`src/pkg/sbw_defs.vh`:
```
// Constants for the subtract-W execution block: opcodes, flag positions,
// register offsets, reset values and phase timing.
// Assumes inclusion by bare name from design files.
`ifndef SBW_DEFS_VH
`define SBW_DEFS_VH
`define SBW_OPC_LIT 8'h08
`define SBW_OPC_FILE 6'h17
`define SBW_FLG_C 0
`define SBW_FLG_DC 1
`define SBW_FLG_Z 2
`define SBW_FLG_OV 3
`define SBW_FLG_N 4
`define SBW_ADDR_CTRL 4'h0
`define SBW_ADDR_INSN 4'h4
`define SBW_ADDR_WREG 4'h8
`define SBW_ADDR_STAT 4'hc
`define SBW_RST_WREG 8'h00
`define SBW_RST_BANK 4'h0
`define SBW_PHASES 2'h3
`define SBW_RESP_OKAY 2'b00
`define SBW_RESP_SLVERR 2'b10
`endif

```
`src/design/sbw_addr.v`:
```
// File address former: access bank or bank select register page.
// Assumes a 12-bit data space with a 4-bit bank number.
`timescale 1ns/1ps
`include "sbw_defs.vh"
module sbw_addr #(
    parameter ACCESS_SPLIT = 8'h80
) (
    // Instruction fields and bank select register value
    input wire [7:0] faddr,
    input wire access_sel,
    input wire [3:0] bank,
    // Full data address
    output wire [11:0] addr
);
    // Low half of access bank maps to bank 0, upper half to bank 15
    wire [3:0] acc_bank;
    assign acc_bank = (faddr < ACCESS_SPLIT) ? 4'h0 : 4'hf;
    assign addr = access_sel ? {bank, faddr} // [RQ8]
                             : {acc_bank, faddr}; // [RQ7]
endmodule // sbw_addr

```
`src/design/sbw_alu.v`:
```
// Eight-bit subtractor that forms minuend minus W and all status flags.
// Assumes purely combinational use by the sequencer.
`timescale 1ns/1ps
`include "sbw_defs.vh"
module sbw_alu (
    // Operands
    input wire [7:0] minuend,
    input wire [7:0] wreg,
    // Result
    output wire [7:0] diff,
    output wire [4:0] flags
);
    wire [8:0] full;
    wire [4:0] low;
    // Two's complement: add inverted W plus one, carry out is no-borrow
    assign full = {1'b0, minuend} + {1'b0, ~wreg} + 9'h001; // [RQ1] [RQ4]
    assign low = {1'b0, minuend[3:0]} + {1'b0, ~wreg[3:0]} + 5'h01;
    assign diff = full[7:0]; // [RQ13]
    assign flags[`SBW_FLG_C] = full[8]; // [RQ10] [RQ11] [RQ12]
    assign flags[`SBW_FLG_DC] = low[4]; // [RQ14]
    assign flags[`SBW_FLG_Z] = (full[7:0] == 8'h00); // [RQ11]
    assign flags[`SBW_FLG_OV] = (minuend[7] != wreg[7]) &&
        (full[7] != minuend[7]); // [RQ14]
    assign flags[`SBW_FLG_N] = full[7]; // [RQ12]
endmodule // sbw_alu

```
`src/design/sbw_core.v`:
```
// Behaviour
// (RQ1) Literal subtract computes literal minus W
// (RQ2) Literal subtract always writes W
// (RQ3) Literal subtract: four phases, W written Q4
// (RQ4) File subtract computes file minus W
// (RQ5) Destination bit 0 writes W only
// (RQ6) Destination bit 1 writes file register
// (RQ7) Access bit 0 uses access bank
// (RQ8) Access bit 1 uses bank select register
// (RQ9) File subtract: read Q2, write Q4
// (RQ10) Positive result: carry set, zero clear
// (RQ11) Zero result: carry and zero set
// (RQ12) Borrow clears carry, negative from MSB
// (RQ13) Differences wrap modulo 256
// (RQ14) Overflow and digit carry also updated
//
// Subtract-W execution block with Q1..Q4 sequencer and AXI4-Lite regs.
// Assumes file memory answers reads combinationally in the same cycle.
`timescale 1ns/1ps
`include "sbw_defs.vh"
module sbw_core (
    // Clock, reset, enable
    input wire clk,
    input wire rst_b,
    input wire ce,
    // AXI4-Lite write address
    input wire [3:0] s_axi_awaddr,
    input wire s_axi_awvalid,
    output wire s_axi_awready,
    // AXI4-Lite write data
    input wire [31:0] s_axi_wdata,
    input wire [3:0] s_axi_wstrb,
    input wire s_axi_wvalid,
    output wire s_axi_wready,
    // AXI4-Lite write response
    output reg [1:0] s_axi_bresp,
    output reg s_axi_bvalid,
    input wire s_axi_bready,
    // AXI4-Lite read address
    input wire [3:0] s_axi_araddr,
    input wire s_axi_arvalid,
    output wire s_axi_arready,
    // AXI4-Lite read data
    output reg [31:0] s_axi_rdata,
    output reg [1:0] s_axi_rresp,
    output reg s_axi_rvalid,
    input wire s_axi_rready,
    // File register memory
    output reg [11:0] file_addr,
    input wire [7:0] file_rdata,
    output reg [7:0] file_wdata,
    output reg file_we
);
    localparam ST_IDLE = 2'h0;
    localparam ST_RUN = 2'h1;
    localparam ST_DONE = 2'h2;

    // Sequencer and architectural state
    reg [1:0] state;
    reg [1:0] phase;
    reg [15:0] insn;
    reg [7:0] wreg;
    reg [4:0] status;
    reg [3:0] bank;
    reg [7:0] operand;
    reg [7:0] result;
    reg [4:0] res_flags;
    reg bad_op;
    reg start;
    reg [1:0] next_state;

    // Latched write address/data, taken in either order
    reg aw_held;
    reg w_held;
    reg [3:0] aw_addr;
    reg [31:0] w_data;
    reg [3:0] w_strb;

    wire [7:0] alu_diff;
    wire [4:0] alu_flags;
    wire [11:0] eff_addr;
    wire is_lit;
    wire is_file;
    wire dest_f;
    wire wr_fire;
    wire busy;
    wire wreg_wr;

    // A byte lane keeps its old value while its strobe is low
    function [7:0] lane_merge;
        input [7:0] old;
        input [7:0] data;
        input strb;
        begin
            lane_merge = strb ? data : old;
        end
    endfunction

    // Opcode decode; any other word is flagged illegal and writes nothing
    assign is_lit = (insn[15:8] == `SBW_OPC_LIT); // [RQ1]
    assign is_file = (insn[15:10] == `SBW_OPC_FILE); // [RQ4]
    assign dest_f = insn[9];

    // Subtractor is purely combinational; operands come from flops
    sbw_alu u_alu (
        .minuend(operand),
        .wreg(wreg),
        .diff(alu_diff),
        .flags(alu_flags)
    );

    // Page is chosen in Q1 and latched into file_addr
    sbw_addr u_addr (
        .faddr(insn[7:0]),
        .access_sel(insn[8]),
        .bank(bank),
        .addr(eff_addr)
    );

    always @* begin
        next_state = state;
        case (state)
            ST_IDLE: begin
                if (start) begin
                    next_state = ST_RUN;
                end
            end
            ST_RUN: begin
                if (phase == `SBW_PHASES) begin
                    next_state = ST_DONE;
                end
            end
            // Spare cycle lets the file write land before busy drops
            ST_DONE: begin
                next_state = ST_IDLE;
            end
            default: begin
                next_state = ST_IDLE;
            end
        endcase
    end

    // Busy flag: instruction and W writes are refused while an instruction runs; bank writes are still taken
    // Start counts as busy, so a status poll in that cycle is not fooled
    assign busy = (state != ST_IDLE) || start;
    // W write from the bus, taken only between instructions
    assign wreg_wr = wr_fire && (aw_addr == `SBW_ADDR_WREG) && !busy;

    // Q1 decode, Q2 read, Q3 process, Q4 write; one phase per clock
    always @(posedge clk) begin
        if (!rst_b) begin
            state <= ST_IDLE;
            phase <= 2'h0;
            operand <= 8'h00;
            result <= 8'h00;
            res_flags <= 5'h00;
            wreg <= `SBW_RST_WREG;
            status <= 5'h00;
            bad_op <= 1'b0;
            file_addr <= 12'h000;
            file_wdata <= 8'h00;
            file_we <= 1'b0;
        end else if (ce) begin
            state <= next_state;
            file_we <= 1'b0;
            if (state == ST_RUN) begin
                phase <= phase + 2'h1;
                case (phase)
                    2'h0: begin
                        bad_op <= !(is_lit || is_file);
                        // Latched, so a later bank write cannot move it
                        file_addr <= eff_addr; // [RQ7] [RQ8]
                    end
                    2'h1: begin
                        // Literal or file operand read in Q2
                        operand <= is_lit ? insn[7:0] // [RQ3]
                                          : file_rdata; // [RQ9]
                    end
                    2'h2: begin
                        result <= alu_diff; // [RQ13]
                        res_flags <= alu_flags; // [RQ10] [RQ14]
                    end
                    default: begin
                        // Illegal opcode: status and W keep their values
                        if (!bad_op) begin
                            status <= res_flags; // [RQ11] [RQ12]
                            if (is_file && dest_f) begin
                                file_wdata <= result; // [RQ6] [RQ9]
                                file_we <= 1'b1;
                            end else begin
                                wreg <= result; // [RQ2] [RQ3] [RQ5]
                            end
                        end
                    end
                endcase
            end else begin
                phase <= 2'h0;
                if (wreg_wr) begin
                    wreg <= lane_merge(wreg, w_data[7:0], w_strb[0]);
                end
            end
        end
    end

    // AXI4-Lite write side
    // A pending response stalls both channels: one write at a time
    assign s_axi_awready = !aw_held && !s_axi_bvalid;
    assign s_axi_wready = !w_held && !s_axi_bvalid;
    assign wr_fire = aw_held && w_held && !s_axi_bvalid;

    always @(posedge clk) begin
        if (!rst_b) begin
            aw_held <= 1'b0;
            w_held <= 1'b0;
            aw_addr <= 4'h0;
            w_data <= 32'h0000_0000;
            w_strb <= 4'h0;
            s_axi_bvalid <= 1'b0;
            s_axi_bresp <= `SBW_RESP_OKAY;
            insn <= 16'h0000;
            bank <= `SBW_RST_BANK;
            start <= 1'b0;
        end else if (ce) begin
            start <= 1'b0;
            if (s_axi_awvalid && s_axi_awready) begin
                aw_held <= 1'b1;
                aw_addr <= s_axi_awaddr;
            end
            if (s_axi_wvalid && s_axi_wready) begin
                w_held <= 1'b1;
                w_data <= s_axi_wdata;
                w_strb <= s_axi_wstrb;
            end
            if (wr_fire) begin
                aw_held <= 1'b0;
                w_held <= 1'b0;
                s_axi_bvalid <= 1'b1;
                s_axi_bresp <= `SBW_RESP_OKAY;
                case (aw_addr)
                    `SBW_ADDR_CTRL: begin
                        bank <= w_strb[0] ? w_data[3:0] : bank;
                    end
                    `SBW_ADDR_INSN: begin
                        // Writing an instruction launches it
                        if (busy) begin
                            s_axi_bresp <= `SBW_RESP_SLVERR;
                        end else begin
                            insn[7:0] <= lane_merge(insn[7:0],
                                w_data[7:0], w_strb[0]);
                            insn[15:8] <= lane_merge(insn[15:8],
                                w_data[15:8], w_strb[1]);
                            start <= 1'b1;
                        end
                    end
                    `SBW_ADDR_WREG: begin
                        if (busy) begin
                            s_axi_bresp <= `SBW_RESP_SLVERR;
                        end
                    end
                    default: begin
                        s_axi_bresp <= `SBW_RESP_SLVERR;
                    end
                endcase
            end
            if (s_axi_bvalid && s_axi_bready) begin
                s_axi_bvalid <= 1'b0;
            end
        end
    end

    // AXI4-Lite read side
    // Registered answer one edge after ar; unmapped reads return zero
    assign s_axi_arready = !s_axi_rvalid;

    always @(posedge clk) begin
        if (!rst_b) begin
            s_axi_rvalid <= 1'b0;
            s_axi_rdata <= 32'h0000_0000;
            s_axi_rresp <= `SBW_RESP_OKAY;
        end else if (ce) begin
            if (s_axi_arvalid && s_axi_arready) begin
                s_axi_rvalid <= 1'b1;
                s_axi_rresp <= `SBW_RESP_OKAY;
                case (s_axi_araddr)
                    `SBW_ADDR_CTRL: s_axi_rdata <= {28'h000_0000, bank};
                    `SBW_ADDR_INSN: s_axi_rdata <= {16'h0000, insn};
                    `SBW_ADDR_WREG: s_axi_rdata <= {24'h00_0000, wreg};
                    `SBW_ADDR_STAT: begin
                        s_axi_rdata <= {16'h0000, 6'h00, busy, bad_op,
                            3'h0, status};
                    end
                    default: begin
                        s_axi_rdata <= 32'h0000_0000;
                        s_axi_rresp <= `SBW_RESP_SLVERR;
                    end
                endcase
            end else if (s_axi_rvalid && s_axi_rready) begin
                s_axi_rvalid <= 1'b0;
            end
        end
    end
endmodule // sbw_core

```
`config.mk`:
```
export PLATFORM = sky130hd
export DESIGN_NAME = sbw_core
export DESIGN_NICKNAME = d
export VERILOG_FILES = /design/src/design/sbw_addr.v /design/src/design/sbw_alu.v /design/src/design/sbw_core.v
export VERILOG_INCLUDE_DIRS = /design/src /design/src/pkg
export SDC_FILE = /design/constraint.sdc
export NUM_CORES = 1
export LEC_CHECK = 0
export ABC_AREA = 1
export ABC_CLOCK_PERIOD_IN_PS = 2100
export BUFFER_PORTS_ARGS = -buffer_cell sky130_fd_sc_hd__clkbuf_2
export CELL_PAD_IN_SITES_DETAIL_PLACEMENT = 1
export CELL_PAD_IN_SITES_GLOBAL_PLACEMENT = 2
export CORE_MARGIN = 3
export CORE_UTILIZATION = 31
export CTS_BUF_LIST = sky130_fd_sc_hd__clkbuf_2
export CTS_CLUSTER_DIAMETER = 120
export DETAILED_ROUTE_END_ITERATION = 7
export PLACE_DENSITY = 0.86
export SLEW_MARGIN = 20
export SYNTH_ARGS = -nofsm -noshare
export SYNTH_HDL_FRONTEND = slang
export SYNTH_SLANG_ARGS = --single-unit
export TNS_END_PERCENT = 5
```
`constraint.sdc`:
```
create_clock -name clk -period 2.1 [get_ports clk]
set_input_delay 0.21 -clock clk [delete_from_list [all_inputs] [get_ports clk]]
set_output_delay 0.21 -clock clk [all_outputs]
set_load 0.01 [all_outputs]
```
# ---- After elaboration in Yosys (flattened, before gate mapping)
# Index checks and enable logic that the tools add are counted.
dict set report op_classes {
  addsub 5
  order_cmp 1
  eq_ne 18
  mux 32
  bitwise 5
  n_reduce_logical 54
}
# cell n
set ops {}
lappend ops {{16-bit case mux with 4 select lines} 1}
lappend ops {{8-bit 2-to-1 mux} 7}
lappend ops {{2-bit AND reduction} 8}
lappend ops {{1-bit 2-to-1 mux} 15}
lappend ops {{5-bit AND reduction} 3}
lappend ops {{2-bit nonzero test} 7}
lappend ops {{1-bit logical AND} 13}
lappend ops {{4-bit == test (second input constant)} 3}
lappend ops {{12-bit 2-to-1 mux} 1}
lappend ops {{3-bit AND reduction} 4}
lappend ops {{2-bit 2-to-1 mux} 5}
lappend ops {{2-bit inequality test (second input constant)} 5}
lappend ops {{8-bit by 8-bit adder with 9-bit output} 1}
lappend ops {{9-bit by 1-bit adder with 9-bit output (second input constant)} 1}
lappend ops {{4-bit by 3-bit == test with 1-bit output (second input constant)} 2}
lappend ops {{8-bit by 4-bit == test with 1-bit output (second input constant)} 1}
lappend ops {{4-bit zero test} 2}
lappend ops {{8-bit zero test} 1}
lappend ops {{8-bit less-than comparator (second input constant)} 1}
lappend ops {{8-bit inverter} 1}
lappend ops {{2-bit case mux with 2 select lines} 2}
lappend ops {{4-bit AND reduction} 2}
lappend ops {{6-bit by 5-bit == test with 1-bit output (second input constant)} 1}
lappend ops {{1-bit zero test} 6}
lappend ops {{15 further kinds} 22}
dict set report totals {
  register_bits 143
  input_bits 60
  out_inout_bits 62
  wordCells 140
}

# ---- Depth between registers and ports, before layout
# Gate-level depths: netlist of the first run.
dict set report depth {
  word_depth 6
  ltp_mapped 13
}

# ---- Modules after synthesis
# Synthesis of the first run repeated with hierarchy kept, for this count alone.
dict set report hier_totals {
  hier_cells 842
  hier_area_um2 6093.3
}
# module n_inst cells_each area_each_um2 seq_area_each_um2
set by_module_without_submodules {}
lappend by_module_without_submodules {sbw_core 1 728 5464.0 2502.4}
lappend by_module_without_submodules {sbw_alu 1 96 529.3 0.0}
lappend by_module_without_submodules {sbw_addr 1 18 100.1 0.0}

# ---- Worst setup path after synthesis of the first run
# OpenSTA, ideal clock, no wires.
dict set report synth_path {
  kind {reg-to-reg}
  startpoint {register operand[0]}
  endpoint {register res_flags[2]}
  arrival_time_ns 1.573
  path_slack_ns 0.457
  stages_incl_launch_ff 12
  synth_period_minus_slack_ns 1.643
  cell_sequence {dfxtp_1 > inv_1 > ha_1 > inv_1 > fa_1 > inv_1 > nand2_1 > nor3_1 > nand3_1 > nor2_1 > nand3_1 > a21oi_1}
}
dict set report synth_via {
  elab_chain_cells 3
}
# item line_no
set synth_rtl {}
lappend synth_rtl {{start: declaration} sbw_core.v:65} ;# reg [7:0] operand;
lappend synth_rtl {{start signal: assignment} sbw_core.v:176} ;# operand <= is_lit ? insn[7:0]
lappend synth_rtl {{8-bit by 8-bit adder with 9-bit output} sbw_alu.v:16} ;# assign full = {1'b0, minuend} + {1'b0, ~wreg} + 9'h001;
lappend synth_rtl {{9-bit by 1-bit adder with 9-bit output} sbw_alu.v:16}
lappend synth_rtl {{via alu_diff[1]} sbw_core.v:79} ;# wire [7:0] alu_diff;
lappend synth_rtl {{8-bit zero test} sbw_alu.v:21} ;# assign flags[`SBW_FLG_Z] = (full[7:0] == 8'h00);
lappend synth_rtl {{end signal: assignment} sbw_core.v:181} ;# res_flags <= alu_flags;
lappend synth_rtl {{end: declaration} sbw_core.v:67} ;# reg [4:0] res_flags;
# The timed path passes the listed nets, and every way through them passes these cells.
# A chain may end at the register's enable or synchronous reset.

# ---- Worst setup path after layout of the first run
dict set report layout_path {
  startpoint {register s_axi_bvalid}
  endpoint {register w_data[3]}
}
dict set report layout_via {
  elab_chain_cells 4
}
# item line_no
set layout_rtl {}
lappend layout_rtl {{start: declaration} sbw_core.v:37} ;# output reg s_axi_bvalid,
lappend layout_rtl {{start signal: assignment} sbw_core.v:218} ;# s_axi_bvalid <= 1'b0;
lappend layout_rtl {{start signal: assignment} sbw_core.v:237} ;# s_axi_bvalid <= 1'b1;
lappend layout_rtl {{start signal: assignment} sbw_core.v:266} ;# s_axi_bvalid <= 1'b0;
lappend layout_rtl {{1-bit zero test} sbw_core.v:208} ;# assign s_axi_wready = !w_held && !s_axi_bvalid;
lappend layout_rtl {{1-bit logical AND} sbw_core.v:208}
lappend layout_rtl {{1-bit logical AND} sbw_core.v:229} ;# if (s_axi_wvalid && s_axi_wready) begin
lappend layout_rtl {{2-bit AND reduction (no line)} -}
lappend layout_rtl {{end signal: assignment} sbw_core.v:231} ;# w_data <= s_axi_wdata;
lappend layout_rtl {{end: declaration} sbw_core.v:76} ;# reg [31:0] w_data;
# Every way passes these cells.

==> impl_metrics.toml, run 1 <==
[outcome]
outcome = "complete, no violations"

[route]
drt-total-wl_mm = 17.3
routed-via-count = 5400
drt_iter0_drc = 264
routed_via_density = 4.70
wl_per_cell_um = 15.1
ant_nets = 0
first_pass_iters = 5
drc = 0

[synth]
ys_ff_latch = 124
ys_types = 42
synth_edf_count = 0
syn_area_per_cell_um2 = 7.38
synth_area_leaders = "dfxtp_1, nand2_1, a21oi_1"
ys.warnings.count = 0
synth_area_mm2 = 0.00566
ys_async_sr_fraction = 0
syn_inst = 768
synth_ff_type = "dfxtp_1"
synth_top_area_frac = 0.438
synth_seq_area_share = 0.438
synth_top_cell_by_area = "dfxtp_1"

[floorplan]
core_mm2 = 0.0176
rows = 48
dieArea_mm2 = 0.0199
die_h_um = 141
start_util = 0.322
ios = 122
die_w_um = 141

[pwr]
p_per_area_mw_per_mm2 = 629
p_leak_nw = 3.19
ir_worst_vdd_v = 0.000450

[clock_tree]
clock_path_buffers = 2
cts.htree.levels = 4
insertion_delay_ps = 700
clkSlewWorstSetupHoldPaths_ps = 180
root_buffer = "clkbuf_2"
cts_tree = "yes"
cts_num_sinks = 124
cts_buffers = 17
cts_setup_buffers = 0

[grt]
grt_max_degree = 88
grt_pass1_vias = 5306
grt.overflow.total = 0
grt_pass1_wl_mm = 27.8
grt_usage = 0.177
antenna_found_initial = 0

[worst_setup_path]
critPathTopFamily = "buffers and inverters"
cp_slowest_stage_delay_ps = 560
crit_path_end_kind = "flip-flop"
crit_type = "reg2reg"
startpoint_type = "flip-flop"
worstPathArrival_ps = 2570
crit_slowest_cell = "dlygate4sd3_1"
worstPathCellList = "nor2_1 -> nand3_1 -> buf_4 -> o21ai_0 -> a21oi_1 -> dlygate4sd3_1"
worst-path-buf-inv = 2
crit_fanout = 19
cp.required_ps = 2720

[placement]
dp_hpwl_mm = 12.8
numPortBuffers = 85
gp_congestion = 0.785
dp.cells = 1065

[layout]
nets = 986
diodes = 0
area_growth_pct = 25.5
multi_input_area_mm2 = 0.00263
layout_commonest_cell = "nand2_1"
layout.cells.most_common_list = "nand2_1, dfxtp_1, clkbuf_2, inv_1"
drive_gt1_frac = 0.165
ff_latch_area_mm2 = 0.00248
nFillCells = 2244
final_cells = 1150

[timing]
slew_headroom = 0.493
final-hold-violation-count = 0
slew_viol_final = 0
setup_viol = 0
clock_skew_ps = 19.1
fin_tns_setup_ps = 0
grt_setup_unrepaired = "no"
min_period_over_period = 0.927
fin_crit_ps = 1950
fmax_ghz = 0.514
worst_pin_slew_ps = 761

[hold_path]
hold_path.class = "in2reg"

[job]
maxCapViolations = 0
[area by class of cell]
cell class	instances	share of cell area
flip-flops and latches	124	0.349
multi-input cells	522	0.370
inverters	91	0.0486
clock inverters	10	0.0208
clock buffers	21	0.0148
well taps	225	0.0396
repair buffers	157	0.157
[logic make-up after synthesis]
group	count (synthesis)	share of synthesized area
AOI/OAI and AO/OA	198	0.190
buffers and inverters	139	0.109
adders and majority gates	13	0.0300
and+or+nand+nor	293	0.232
DFF	124	0.438
other	1	0.000662
[state kept, by name, indices dropped and copies added (netlist names), 2 cells and up]
signal	count
phase	2
s_axi_rdata	16
w_strb	2
result	8
res_flags	4
status	5
state	2
insn	16
wreg	8
file_wdata	8
aw_addr	4
bank	4
operand	8
file_addr	12
w_data	16
[final timing paths]
check                   from        endpoint  slack (ps)  depth (start not counted)
max             s_axi_bvalid       w_data[3]         150                          6
min          s_axi_araddr[1]  s_axi_rdata[5]         160                          6
max reg2reg     s_axi_bvalid       w_data[3]         150                          6
min reg2reg     file_addr[0]    file_addr[0]         470                          2
[where the power goes]
part,internal [mW],switching (mW),leakage [nW]
sequential,2.40,0.0308,1.00
clock,0.781,0.878,0.163
combinational,0.172,0.207,2.02
[worst reg2reg max path: stages, from the launching register on]
cell	delay [ps]
dfxtp_1	390
nor2_1	220
nand3_1	130
buf_4	210
o21ai_0	280
a21oi_1	80
dlygate4sd3_1	560
[routing by layer]
layer | GRT usage | share of wire | vias up
met4 | 0.0459 | 0.0076 | 0
met3 | 0.0336 | 0.041 | 12
li1 | - | - | 2782
met1 | 0.251 | 0.50 | 2497
met2 | 0.277 | 0.45 | 109
met5 | 0 | 0 | -
[per-stage QoR]
step | worst slack, ps | hold slack [ps] | util | instance area, µm² | power [mW]
2_1_floorplan | 457 | 377 | - | 5730 | 2.68
3_3_place_gp | 226 | 452 | 0.359 | 6310 | 2.78
3_5_place_dp | 205 | 455 | 0.359 | 6310 | 2.78
4_1_cts | 168 | 98.2 | 0.404 | 7110 | 4.53
5_1_grt | 5.96 | 134 | 0.404 | 7110 | 4.68
6_report | 153 | 157 | 0.404 | 7110 | 4.47
[timing repair]
item / CTS / global route
gates resized for setup: 0 / 2
hold buffers: 54 / 0
setup endpoints to repair: 0 / 1
endpoints found under the hold margin: 54 / 0
[cell usage after synthesis (4+ instances only)]
master    number
nand3b_1      12
nand3_1       29
o211ai_1      10
o21ai_0       82
nand4_1        5
dfxtp_1      124
nand2_1      130
nor3_1        19
o22ai_1        4
nor2_1        83
buf_4         19
inv_1         84
a21oi_1       83
ha_1          12
clkbuf_1      22
o21ai_1        5
Power figures use the tool's default switching activity.
==> run 2: changes to the inputs <==
- ABC_CLOCK_PERIOD_IN_PS: 2100 -> 2400
- CORE_UTILIZATION: 31 -> 34
- PLACE_DENSITY: 0.86 -> 0.93
- clock period: 2.1 -> 2.4 ns (I/O delays scaled with it)
==> impl_metrics.toml, run 2 (synthesis gave the netlist of run 1 again) <==
[route]
routed_via_density = 4.79
wl_met2_mm = 7.64
drc = 0
wl_per_cell_um = 15.0
m1WireLength_mm = 8.39
top_layer = "met4"
first_pass_iters = 4
drt-total-wl_mm = 16.8
drt_iter0_drc = 283
ant_nets = 0
routed-via-count = 5379
wl_met3_um = 671

[layout]
drive_gt1_frac = 0.156
layout_commonest_cell = "nand2_1"
layout.cells.most_common_list = "nand2_1, dfxtp_1, clkbuf_2, inv_1"
nets = 966
final_cells = 1122
top_regs = "insn: 16 flops, s_axi_rdata: 16 flops, w_data: 16 flops"
nFillCells = 2081
area_growth_pct = 21.4

[timing]
final-hold-violation-count = 0
hold_ws_ps = 92.2
slew_headroom = 0.504
worst_pin_slew_ps = 741
grt_setup_unrepaired = "no"
min_period_over_period = 0.848
slew_viol_final = 0
fmax_ghz = 0.491
setup_viol = 0
fin_crit_ps = 2040
fin_tns_setup_ps = 0
clock_skew_ps = 36.4

[placement]
dp_hpwl_mm = 12.2
numPortBuffers = 85
gp_congestion = 0.788
dp.cells = 1046

[worst_setup_path]
crit_fanout = 4
cp.required_ps = 3000
worstPathCellList = "dlygate4sd3_1 -> clkbuf_2 -> nor2_1 -> dlygate4sd3_1 -> inv_1 -> nor3_1 -> nand2_1 -> o2111ai_1 -> nand2_1 -> a21oi_1"
cp_slowest_stage_delay_ps = 620
worstReg2RegStart = "state[1]"
crit_path_end_kind = "flip-flop"
startpoint_type = "input port"
crit_path_start = "s_axi_araddr[0]"
crit_slowest_cell = "dlygate4sd3_1"
worstPathArrival_ps = 2640
crit_type = "in2reg"

[clock_tree]
hold_buffers = 44
root_buffer = "clkbuf_2"
cts_num_sinks = 124
cts_tree = "yes"
cts.htree.levels = 4
cts_buffers = 17
clock_path_buffers = 2
cts_resized = 0
clkSlewWorstSetupHoldPaths_ps = 180
cts_setup_buffers = 0
insertion_delay_ps = 680

[grt]
grt_usage = 0.187
antenna_found_initial = 1
grt_max_degree = 59
grt_pass1_vias = 5240
grt_pass1_wl_mm = 26.8
grt.overflow.total = 0

[floorplan]
start_util = 0.351
die_w_um = 135
core_mm2 = 0.0161
dieArea_mm2 = 0.0182
rows = 46
ios = 122
die_h_um = 135

[pwr]
p_total_mw = 3.66
p_switching_mw = 0.950
p_per_area_mw_per_mm2 = 532
p_leak_nw = 3.07
pwr-share-seq = 0.581
swShare = 0.260
ir_worst_vdd_v = 0.000272
p_int_mw = 2.71
pwr-share-clk = 0.333
p_comb_frac = 0.086

[outcome]
outcome = "complete, no violations"

[hold_path]
holdCritStartpoint = "s_axi_wvalid"
hold_path.class = "in2reg"

[job]
maxCapViolations = 0
-- run 2: cell types whose count changed in the layout (fill, tap and decap cells not counted) --
cell / before / now
clkinv_2: 5 / 6
dfxtp_1: 123 / 124
fa_2: 1 / 0
clkinvlp_4: 0 / 1
diode_2: 0 / 1
dfxtp_2: 1 / 0
bufinv_16: 4 / 2
buf_4: 17 / 7
fa_1: 0 / 1
dlygate4sd3_1: 54 / 44
-- run 2: critical path: cells and delay by family --
family	cells	cell delay, ps
buffers and inverters	4	1330
AO/OA/AOI/OAI	2	250
AND/OR/NAND/NOR	4	810
-- run 2: worst paths after layout --
kind / cells after the start / to / slack (ps)
worst min-delay path: 4 / w_held / 90
worst max register to register: 7 / wreg[6] / 410
worst max-delay path: 10 / s_axi_rdata[1] / 360
worst min register to register: 2 / file_addr[9] / 470
-- run 2: final cells by class --
class,count,area [µm²],area share
clock inverters,10,100,0.0146
repair buffers,137,938,0.137
inverters,91,345,0.0502
clock buffers,21,105,0.0153
flip-flops and latches,124,2480,0.361
multi-input cells,522,2630,0.383
well taps,216,270,0.0393
diodes,1,2.50,0.000364
-- run 2: routing by layer --
metal / global-route usage / vias up
li1: - / 2740
met1: 0.263 / 2528
met2: 0.297 / 103
met3: 0.0402 / 8
met4: 0.0403 / 0
met5: 0 / -
-- run 2: power groups by stage --
stage | clock [mW] | combinational [mW] | sequential [mW]
2_1_floorplan | 0 | 0.177 | 2.16
3_3_place_gp | 0 | 0.248 | 2.17
3_5_place_dp | 0 | 0.255 | 2.17
4_1_cts | 1.26 | 0.313 | 2.13
5_1_grt | 1.37 | 0.352 | 2.13
6_report | 1.22 | 0.315 | 2.13
-- run 2: stage by stage --
stage | util | setup WS (ps) | instance area (µm²)
global placement | 0.386 | 474 | 6230
CTS | 0.426 | 413 | 6870
floorplan | - | 757 | 5730
detailed placement | 0.386 | 459 | 6230
finish | 0.427 | 364 | 6870
global route | 0.427 | 172 | 6870
==> run 3: changes to the inputs <==
- ABC_CLOCK_PERIOD_IN_PS: 2400 -> 2009
- CORE_UTILIZATION: 34 -> 31
- PLACE_DENSITY: 0.93 -> 0.86
- clock period: 2.4 -> 2.01 ns (I/O delays scaled with it)
==> impl_metrics.toml, run 3 (synthesis gave the netlist of run 1 again) <==
[outcome]
outcome = "complete, no violations"

[worst_setup_path]
r2r-end = "w_data[0]"
crit_path_end = "s_axi_rdata[0]"
cp_slowest_stage_delay_ps = 620
crit_fanout = 4
worstReg2RegStart = "s_axi_bvalid"
crit_path_start = "s_axi_araddr[0]"
worstPathArrival_ps = 2520
ff2ff_setup_slack_ps = 160
crit_type = "in2reg"
worstPathCellList = "dlygate4sd3_1 -> clkbuf_2 -> nor2_1 -> dlygate4sd3_1 -> inv_1 -> nor3_1 -> nand2_1 -> nand4_1 -> nand2_1 -> a21oi_1"
r2r_cells = 6
crit_path_end_kind = "flip-flop"
startpoint_type = "input port"
crit_slowest_cell = "dlygate4sd3_1"
cp.required_ps = 2630

[layout]
area_growth_pct = 26.8
final_cells = 1152
fin_util = 0.408
nFillCells = 2211
drive_gt1_frac = 0.170
nets = 987
ff_latch_area_mm2 = 0.00248
top_regs = "insn: 16 flops, s_axi_rdata: 16 flops, w_data: 16 flops"
diodes = 0
layout_commonest_cell = "nand2_1"
layout.cells.most_common_list = "nand2_1, dfxtp_1, clkbuf_2, inv_1, nor2_1"
multi_input_area_mm2 = 0.00264

[timing]
clock_skew_ps = 32.7
worst_pin_slew_ps = 550
fmax_ghz = 0.527
min_period_over_period = 0.943
grt_setup_unrepaired = "yes"
slew_viol_final = 0
final-hold-violation-count = 0
fin_crit_ps = 1900
fin_ws_ps = 114
slew_headroom = 0.631
setup_viol = 0

[route]
routed_via_density = 4.74
wl_per_cell_um = 15.1
routed-via-count = 5461
ant_nets = 0
first_pass_iters = 4
drc = 0
drt_iter0_drc = 209
drt-total-wl_mm = 17.4

[pwr]
ir_worst_vdd_v = 0.000278
p_per_area_mw_per_mm2 = 681
p_leak_nw = 3.20
p_total_mw = 4.89

[clock_tree]
root_buffer = "clkbuf_2"
clkSlewWorstSetupHoldPaths_ps = 210
cts_tree = "yes"
cts_num_sinks = 124
clock_path_buffers = 2
cts.htree.levels = 4
insertion_delay_ps = 700
cts_buffers = 17

[grt]
grt_pass1_wl_mm = 28.7
antenna_found_initial = 0
grt_usage = 0.182
grt_pass1_vias = 5582
grt.overflow.total = 0
grt_max_degree = 57

[floorplan]
core_mm2 = 0.0176
die_h_um = 141
ios = 122
start_util = 0.322
dieArea_mm2 = 0.0199
rows = 48
die_w_um = 141

[placement]
dp.cells = 1066
pre_cts_ws_ps = 135
dp_hpwl_mm = 13.0
numPortBuffers = 85
gp_congestion = 0.797

[hold_path]
hold_path.class = "in2reg"

[job]
maxCapViolations = 0
==> run 3: changes by cell type in the layout (fill, tap and decap cells not counted), moves of 3 or more <==
cell	change
buf_4	+11
dlygate4sd3_1	+10
clkbuf_2	-4
clkinv_2	-4
clkinv_4	+4
bufinv_16	+3
==> run 3: final cells by class <==
class                   count  area share
multi-input cells         522       0.368
flip-flops and latches    124       0.346
repair buffers            158       0.156
inverters                  91      0.0481
well taps                 225      0.0392
clock inverters            15      0.0308
clock buffers              17      0.0118
==> run 3: critical path: cells and delay by family <==
kind                   cells  cell delay (ps)
AND/OR/NAND/NOR            5              860
AO/OA/AOI/OAI              1              120
buffers and inverters      4             1330
==> run 3: where the power goes <==
group / internal [mW] / switching [mW] / leakage, nW
clock: 0.942 / 1.00 / 0.170
combinational: 0.185 / 0.221 / 2.02
sequential: 2.51 / 0.0319 / 1.00
==> run 3: worst min path at each step <==
stage | startpoint | cells past startpoint | slack, ps | to
floorplan | s_axi_wdata[0] | 2 | 370 | w_data[0]
global placement | file_addr[6] | 2 | 450 | file_addr[6]
detailed placement | file_addr[4] | 2 | 450 | file_addr[4]
CTS | s_axi_araddr[1] | 7 | 70 | s_axi_rdata[14]
global route | s_axi_araddr[1] | 7 | 100 | s_axi_rdata[14]
finish | s_axi_araddr[1] | 7 | 140 | s_axi_rdata[14]
==> run 3: per-layer routing <==
metal | global-route usage | wire (µm)
met5 | 0 | 0
met4 | 0.0439 | 173
met3 | 0.0410 | 724
met2 | 0.286 | 7700
met1 | 0.253 | 8850
==> run 3: timing repair <==
action | in CTS | in global routing
resized for setup | 0 | 6
hold endpoints to repair | 79 | 0
buffers inserted | 0 | 0
hold buffers | 54 | 0
endpoints found under the setup margin | 0 | 7
==> run 3: stage by stage <==
step / setup TNS (ps) / hold WS [ps] / instance area [µm²]
after CTS: 0 / 74.0 / 7170
final: 0 / 138 / 7180
after global routing: -8.99 / 101 / 7180
after global placement: 0 / 450 / 6320
after detailed placement: 0 / 455 / 6320
after floorplan: 0 / 368 / 5730
